===== config.mk =====
export PLATFORM = sky130hd
export DESIGN_NAME = efmc_top
export DESIGN_NICKNAME = d
export VERILOG_FILES = /design/src/rtl/efmc_pkg.sv /design/src/rtl/efmc_wr_if.sv /design/src/rtl/efmc_top.sv /design/src/rtl/efmc_serial.sv
export SDC_FILE = /design/constraint.sdc
export NUM_CORES = 1
export LEC_CHECK = 0
export BUFFER_PORTS_ARGS = -buffer_cell sky130_fd_sc_hd__buf_4
export CORE_UTILIZATION = 65
export DETAILED_ROUTE_END_ITERATION = 8
export HOLD_SLACK_MARGIN = 0.06
export PLACE_DENSITY = 0.91
export SKIP_LAST_GASP = 1
export SYNTH_ARGS = -nofsm -noshare
export SYNTH_HDL_FRONTEND = slang
export SYNTH_SLANG_ARGS = --single-unit

===== constraint.sdc =====
create_clock -name ref_clk -period 4.5 [get_ports ref_clk]
set_input_delay 0.45 -clock ref_clk [delete_from_list [all_inputs] [get_ports ref_clk]]
set_output_delay 0.45 -clock ref_clk [all_outputs]
set_load 0.01 [all_outputs]

===== src/rtl/efmc_pkg.sv =====
// Constants shared by the modulator control block and its serial port.
// Assumes a 24-bit register word and 5-bit register address on the serial link.
package efmc_pkg;
    localparam int          DATA_W         = 24;
    localparam int          ADDR_W         = 5;
    localparam int          FRAME_W        = 32;
    localparam logic [4:0]  ADDR_RESET_ID  = 5'h00;
    localparam logic [4:0]  ADDR_INT_DIV   = 5'h03;
    localparam logic [4:0]  ADDR_FRAC      = 5'h04;
    localparam logic [4:0]  ADDR_VSPI      = 5'h05;
    localparam logic [4:0]  ADDR_MOD_CFG   = 5'h06;
    localparam logic [4:0]  ADDR_EXACT     = 5'h0C;
    localparam int          SEED_LSB       = 0;
    localparam int          BYPASS_BIT     = 7;
    localparam int          FRAC_EN_BIT    = 11;
    localparam int          SOFT_RESET_BIT = 5;
    localparam logic [23:0] INT_DIV_RST    = 24'h000014;
    localparam logic [23:0] FRAC_RST       = 24'h000000;
    localparam logic [23:0] MOD_CFG_RST    = 24'h000082;
    localparam logic [23:0] EXACT_RST      = 24'h000000;
    localparam logic [23:0] VCO_RST        = 24'h000000;
    localparam logic [23:0] SEED_ZERO      = 24'h000000;
    localparam logic [23:0] SEED_BINARY    = 24'h800000;
    localparam logic [23:0] SEED_RANDOM    = 24'hB38FB9;
    localparam logic [23:0] SEED_ALT       = 24'h50F5A7;
    localparam int          POR_TIME_US    = 250;
    localparam int          CLK_MHZ        = 100;
    localparam int          POR_CYCLES     = POR_TIME_US * CLK_MHZ;
    // Arbitrary identification value
    localparam logic [23:0] CHIP_ID        = 24'h0A5A01;
endpackage


===== src/rtl/efmc_wr_if.sv =====
// Write strobe carrier between the serial port and the register core.
// Assumes both ends run on ref_clk.
interface efmc_wr_if;
    import efmc_pkg::*;
    logic              wr_valid;
    logic [ADDR_W-1:0] wr_addr;
    logic [DATA_W-1:0] wr_data;
    logic              rd_start;
    logic [ADDR_W-1:0] rd_addr;
    logic [DATA_W-1:0] rd_data;
    modport port (output wr_valid, wr_addr, wr_data, rd_start, rd_addr, input rd_data);
    modport core (input wr_valid, wr_addr, wr_data, rd_start, rd_addr, output rd_data);
endinterface


===== src/rtl/efmc_top.sv =====
// Modulator control registers: integer, fractional, exact step, seed reload, resets.
// Assumes sck, sen, sdi arrive asynchronously.
// Operation
// - channel change rewrites only fractional register
// - four selectable seeds, config bits 1:0
// - seed reloads on new fractional frequency
// - power-on reset after 250 us
// - write to address zero soft resets
// - soft reset keeps serial mode
// - soft reset spares oscillator registers
module efmc_top
    import efmc_pkg::*;
#(
    parameter int POR_CNT = POR_CYCLES      // Power-on hold, in ref_clk cycles
) (
    input  wire logic              ref_clk,    // Phase detector clock, 100 MHz
    input  wire logic              rst_n,      // Synchronous reset, active low
    input  wire logic              sck,        // Serial clock pin
    input  wire logic              sen,        // Serial enable pin
    input  wire logic              sdi,        // Serial data pin
    output logic                   sdo,        // Serial data out
    output logic                   sdo_oe,     // Serial data out enable
    output logic [DATA_W-1:0]      int_div,    // Integer divider value
    output logic [DATA_W-1:0]      exact_step, // Exact frequency step count
    output logic [DATA_W-1:0]      frac_value, // Fractional value in use
    output logic                   frac_en,    // Fractional modulator enabled
    output logic                   mod_bypass, // Modulator bypassed
    output logic [DATA_W-1:0]      phase_acc,  // Fraction phase accumulator
    output logic                   por_busy    // Power-on reset in progress
);
    import efmc_pkg::*;
    typedef struct packed {
        logic [2:0]         sck_m;
        logic [2:0]         sen_m;
        logic [2:0]         sdi_m;
        logic [15:0]        por_cnt;
        logic               por_done;
        logic               spi_mode;
        logic [DATA_W-1:0]  int_div;
        logic [DATA_W-1:0]  frac;
        logic [DATA_W-1:0]  cfg;
        logic [DATA_W-1:0]  exact;
        logic [DATA_W-1:0]  vco;
        logic [DATA_W-1:0]  acc;
        logic               reload;
        logic [DATA_W-1:0]  rd;
    } efmc_st_s;
    efmc_st_s st_reg, st_next;
    efmc_wr_if wr ();

    // Start phase per select code; non-binary patterns decorrelate spurs
    function automatic logic [DATA_W-1:0] seed_of(input logic [1:0] sel);
        case (sel)
            2'h0:    seed_of = SEED_ZERO;
            2'h1:    seed_of = SEED_BINARY;
            2'h2:    seed_of = SEED_RANDOM;
            default: seed_of = SEED_ALT;
        endcase
    endfunction

    // Serial port held idle until the power-on hold ends
    efmc_serial u_ser (
        .ref_clk (ref_clk),
        .rst_n   (rst_n & st_reg.por_done),
        .sck_s   (st_reg.sck_m[1]),
        .sen_s   (st_reg.sen_m[1]),
        .sdi_s   (st_reg.sdi_m[1]),
        .sdo     (sdo),
        .sdo_oe  (sdo_oe),
        .bus     (wr.port)
    );

    // Any accepted write to address zero is a soft reset
    logic soft_rst;
    assign soft_rst = wr.wr_valid && wr.wr_addr == ADDR_RESET_ID;

    always_comb begin
        st_next       = st_reg;
        // Two-flop synchronisers; only the second stage feeds the port
        st_next.sck_m = {st_reg.sck_m[1:0], sck};
        st_next.sen_m = {st_reg.sen_m[1:0], sen};
        st_next.sdi_m = {st_reg.sdi_m[1:0], sdi};
        st_next.reload = 1'b0;
        // Power-on hold first, then soft reset, then ordinary writes
        if (!st_reg.por_done) begin
            st_next.por_cnt = st_reg.por_cnt + 16'h0001;
            if (st_reg.por_cnt == 16'(POR_CNT - 1)) begin
                st_next.por_done = 1'b1;
            end
        end else if (soft_rst) begin
            st_next.int_div = INT_DIV_RST;
            st_next.frac    = FRAC_RST;
            st_next.cfg     = MOD_CFG_RST;
            st_next.exact   = EXACT_RST;
            st_next.reload  = 1'b1;
            // Serial mode and oscillator registers kept
        end else if (wr.wr_valid) begin
            st_next.spi_mode = 1'b1;
            case (wr.wr_addr)
                ADDR_INT_DIV: st_next.int_div = wr.wr_data;
                ADDR_FRAC: begin
                    st_next.frac   = wr.wr_data;
                    st_next.reload = 1'b1;
                end
                ADDR_VSPI:    st_next.vco   = wr.wr_data;
                ADDR_MOD_CFG: st_next.cfg   = wr.wr_data;
                ADDR_EXACT:   st_next.exact = wr.wr_data;
                default: ;
            endcase
        end
        // Seed on reload, else step by the fractional word when enabled
        if (st_reg.reload) begin
            st_next.acc = seed_of(st_reg.cfg[SEED_LSB+:2]);
        end else if (st_reg.cfg[FRAC_EN_BIT]) begin
            st_next.acc = st_reg.acc + st_reg.frac;
        end
        // Read word registered for the port's shift register
        case (wr.rd_addr)
            ADDR_RESET_ID: st_next.rd = CHIP_ID;
            ADDR_INT_DIV:  st_next.rd = st_reg.int_div;
            ADDR_FRAC:     st_next.rd = st_reg.frac;
            ADDR_VSPI:     st_next.rd = st_reg.vco;
            ADDR_MOD_CFG:  st_next.rd = st_reg.cfg;
            ADDR_EXACT:    st_next.rd = st_reg.exact;
            default:       st_next.rd = '0;
        endcase
        if (!rst_n) begin
            st_next          = '0;
            st_next.int_div  = INT_DIV_RST;
            st_next.frac     = FRAC_RST;
            st_next.cfg      = MOD_CFG_RST;
            st_next.exact    = EXACT_RST;
            st_next.vco      = VCO_RST;
        end
    end

    always_ff @(posedge ref_clk) begin
        st_reg <= st_next;
    end

    assign wr.rd_data = st_reg.rd;
    assign int_div    = st_reg.int_div;
    assign exact_step = st_reg.exact;
    assign frac_value = st_reg.frac;
    assign frac_en    = st_reg.cfg[FRAC_EN_BIT];
    assign mod_bypass = st_reg.cfg[BYPASS_BIT];
    assign phase_acc  = st_reg.acc;
    assign por_busy   = ~st_reg.por_done;
endmodule


===== src/rtl/efmc_serial.sv =====
// Three-wire serial slave: 33-bit frames, R/W bit, 5-bit address, 24 data, 3-bit chip id.
// Assumes sck, sen, sdi synchronised by the caller; sen high frames a transfer.
module efmc_serial
    import efmc_pkg::*;
(
    input  wire logic   ref_clk,   // System clock
    input  wire logic   rst_n,     // Synchronous reset
    input  wire logic   sck_s,     // Synchronised serial clock
    input  wire logic   sen_s,     // Synchronised enable
    input  wire logic   sdi_s,     // Synchronised data in
    output logic        sdo,       // Serial data out
    output logic        sdo_oe,    // Data out drive enable
    efmc_wr_if.port     bus        // Write and read strobes
);
    import efmc_pkg::*;
    typedef struct packed {
        logic               sck_d;
        logic               sen_d;
        logic [5:0]         cnt;
        logic [FRAME_W-1:0] sh;
        logic               rd;
        logic [DATA_W-1:0]  out;
        logic               wr_v;
        logic [ADDR_W-1:0]  wa;
        logic [DATA_W-1:0]  wd;
        logic               rs;
        logic               rs_d;
    } efmc_ser_s;
    efmc_ser_s st_reg, st_next;
    always_comb begin
        st_next      = st_reg;
        st_next.sck_d = sck_s;
        st_next.sen_d = sen_s;
        st_next.wr_v = 1'b0;
        st_next.rs   = 1'b0;
        // Read word settles in the core one cycle after the address
        st_next.rs_d = st_reg.rs;
        if (!sen_s) begin
            st_next.cnt = 6'h00;
            st_next.rd  = 1'b0;
        end else if (sck_s && !st_reg.sck_d) begin
            st_next.sh  = {st_reg.sh[FRAME_W-2:0], sdi_s};
            st_next.cnt = st_reg.cnt + 6'h01;
            if (st_reg.cnt == 6'h05) begin
                st_next.rd = st_reg.sh[4];
                st_next.rs = st_reg.sh[4];
            end
        end else if (!sck_s && st_reg.sck_d && st_reg.rd && st_reg.cnt >= 6'h06) begin
            st_next.out = {st_reg.out[DATA_W-2:0], 1'b0};
        end
        if (st_reg.rs_d) begin
            st_next.out = bus.rd_data;
        end
        // Frame completes on sen falling after a full 33 bits with chip id 000;
        // the R/W bit has already left the 32-bit shift register
        if (!sen_s && st_reg.sen_d && st_reg.cnt == 6'h21 && !st_reg.rd
            && st_reg.sh[2:0] == 3'h0) begin
            st_next.wr_v = 1'b1;
            st_next.wa   = st_reg.sh[FRAME_W-1 -: ADDR_W];
            st_next.wd   = st_reg.sh[26:3];
        end
        if (!rst_n) begin
            st_next = '0;
        end
    end
    always_ff @(posedge ref_clk) begin
        st_reg <= st_next;
    end
    assign bus.wr_valid = st_reg.wr_v;
    assign bus.wr_addr  = st_reg.wa;
    assign bus.wr_data  = st_reg.wd;
    assign bus.rd_start = st_reg.rs;
    assign bus.rd_addr  = st_reg.sh[ADDR_W-1:0];
    assign sdo          = st_reg.out[DATA_W-1];
    assign sdo_oe       = st_reg.rd & sen_s;
endmodule


==> run_results.csv <==
group,metric,value,unit
clock_tree,hold_buffers,0,
synth,synth_top_cell_by_area,"dfxtp_1",
sta,final-setup-viol-count,0,
clock_tree,clock_latency,0.55,ns
floorplan,die_area,0.02095,mm2
place,port_buffers,105,
synth,yosysSeqAreaShare,0.4368,
detailed_routing,drtPass1Iterations,6,
synth,synth_edf_count,0,
sta,min_period,2.780,ns
clock_tree,root_buffer,"clkbuf_16",
sta,worstMarginPinSlew,1.246,ns
setup_path,worstPathArrival,3.20,ns
clock_tree,cts_resized,0,
sta,fin_tns_setup,0,ns
min_path,hp-start,"sen",
detailed_routing,drc,0,
detailed_routing,viasPerCell,6.383,
synth,yosysWarnings,0,
global_routing,antenna_found_initial,0,
finish,drive_above_1_share,0.1192,
finish,insertedDiodeCount,0,
synth,synth_top_area_share,0.4368,
sta,slew_viol_final,0,
synth,synth_cell_types,66,
job,cap_violations,0,
floorplan,start_util,0.6718,
place,dp.cells,1816,
global_routing,grt_pass1_wl,56070,um
setup_path,crit_path_end_kind,"flop",
setup_path,slowest_stage,"nor3_2",
clock_tree,cts.clk_slew.worst_paths,0.06,ns
sta,fmax,359.7,MHz
synth,syn_nets,1678,
sta,slew_headroom,0.1695,
power,vdd_drop_max,338.5,uV
sta,hold_violations,0,
setup_path,critical_path.top_delay_family,"simple AND/OR/NAND/NOR gates",
clock_tree,cts_tree,"built",
clock_tree,cts_sinks,289,
finish,syn_to_final_growth,7.991,%
sta,period_share,0.6177,
setup_path,critPathMostFrequentCell,"nand2_1",
setup_path,critical_path_required,4.92,ns
global_routing,grt_pass1_vias,10818,
floorplan,die_w,144.8,um
place,dpl-instance-area,0.01326,mm2
finish,final_cell_area,0.01431,mm2
setup_path,worst_setup_path_start_kind,"flop",
finish,layout_common_cells,"nand2_1 (309), dfxtp_1 (289), a21oi_1 (262)",
floorplan,pin_count,106,
clock_tree,cts_setup_buffers,0,
place,gp_congestion,1.014,
detailed_routing,routed_wl,36280,um
place,post-dp-hpwl,23960,um
sta,grt_setup_unrepaired,"no",
floorplan,die_y,144.8,um
floorplan,fp.coreArea,0.01972,mm2
setup_path,critPathLaunch,"u_ser.bus.wr_valid",
global_routing,grt_usage,0.3407,
finish,nets,1616,
power,power_leakage,5.029,nW
clock_tree,htree_levels,1,
global_routing,grt_max_degree,65,
finish,fillers,1425,
synth,async_flop_share,0,
synth,ys_seq_elements,289,
setup_path,path_buf_inv,1,
power,p_per_area,366.2,mW/mm2
setup_path,r2r-start,"u_ser.bus.wr_valid",
synth,syn_area,0.01325,mm2
finish,final_util,0.7255,
global_routing,grt-ovfl-total,0,
setup_path,path_cells,"and2b_1 -> nand2_1 -> or2_1 -> nor3_2 -> buf_4 -> nand3_1 -> o21ai_1 -> nand2_1",
finish,largest_register_ffs,70,
synth,ys.flop_type,"dfxtp_1",
finish,final_common_cell,"nand2_1",
run_status,status,"complete, no violations",
setup_path,r2r_slack,1.72,ns
detailed_routing,vias,11917,
sta,skew,0.02255,ns
setup_path,worstPathMaxFanout,14,
clock_tree,numCtsBuffers,28,
detailed_routing,wl_per_cell,19.43,um
setup_path,max_stage_delay,0.75,ns
setup_path,criticalPathCategory,"flop to flop",
detailed_routing,drtIter0Drc,1473,
synth,syn-instance-count,1643,
synth,postSynthAreaPerCell,8.062,um2
floorplan,row_count,51,
detailed_routing,ant_nets,0,
synth,synth_area_leaders,"dfxtp_1 (44%), a21oi_1 (9.9%), nand2_1 (8.8%)",
finish,finalNonFillerCells,1867,
min_path,hp-class,"input pin to flop",
clock_tree,clockBufferDepth,3,
==> logic make-up (layout without fill, tap and decap cells) <==
family	after synthesis	in the layout	synth area share
AOI/OAI and AO/OA	410	410	0.1848
DFF	289	289	0.4368
and+or+nand+nor	615	615	0.2036
muxes	26	26	0.01965
adders and majority gates	30	30	0.02890
xor gates and xnor gates	38	38	0.02513
buffers and inverters	235	194	0.1013
==> stage by stage <==
stage                     total power [mW]  hold slack, ns  setup slack [ns]
after detailed placement             2.674          0.4213             1.863
after global placement               2.673          0.4241             1.925
after global routing                 5.355          0.1175             1.627
final                                5.239          0.1127             1.720
after floorplan                      2.660          0.4119             2.289
after CTS                            5.242          0.1101             1.830
==> metal layers <==
metal	up-vias	GRT usage	wire [um]
met2	751	0.5478	16310
met1	5566	0.4384	13990
met4	0	0.1745	2053
met5	-	0	0
met3	173	0.06120	3926
li1	5427	-	-
==> cell type report <==
cell class | count | area (um2) | share of cell area
Inverter | 22 | 85.08 | 0.005948
Tap cell | 265 | 331.6 | 0.02318
Clock buffer | 38 | 799.5 | 0.05589
Clock inverter | 13 | 242.7 | 0.01697
Timing Repair Buffer | 121 | 908.4 | 0.06350
Multi-Input combinational cell | 1119 | 6152 | 0.4301
Sequential cell | 289 | 5786 | 0.4044
==> report_power, final <==
part	leakage (nW)	internal, mW	switching (mW)
Combinational	2.19	0.00968	0.0385
Sequential	2.33	2.57	0.00402
Clock	0.511	1.64	0.980
==> worst paths after layout <==
path	end	cells after the start
max	st_reg[98]	8
min	st_reg[190]	2
max reg2reg	st_reg[98]	8
min reg2reg	u_ser.bus.rd_addr[0]	2
==> Yosys cell counts, types with 3 or more instances <==
cell and number:
nor3_1 19, xor2_1 25, buf_4 97, nor2b_1 9
o21ai_1 11, ha_1 29, o211ai_1 4, o21a_1 8
and3_1 8, nor4b_1 4, inv_1 22, a21oi_1 262
a221oi_1 8, nand2_1 310, nand2b_1 3, a222oi_1 17
o311a_1 5, and2_1 10, buf_2 28, buf_6 8
or2_1 6, o21bai_1 4, mux2i_1 26, o22ai_1 6
dfxtp_1 289, nor2_1 110, o21ai_0 26, nand3_1 107
or3_1 8, a211oi_1 10, a31oi_1 4, a21o_1 6
a211oi_2 3, buf_1 4, a22oi_1 19, xnor2_1 13
clkbuf_1 76, nand4_1 3
Note: power is estimated with default switching activity, not from simulation.
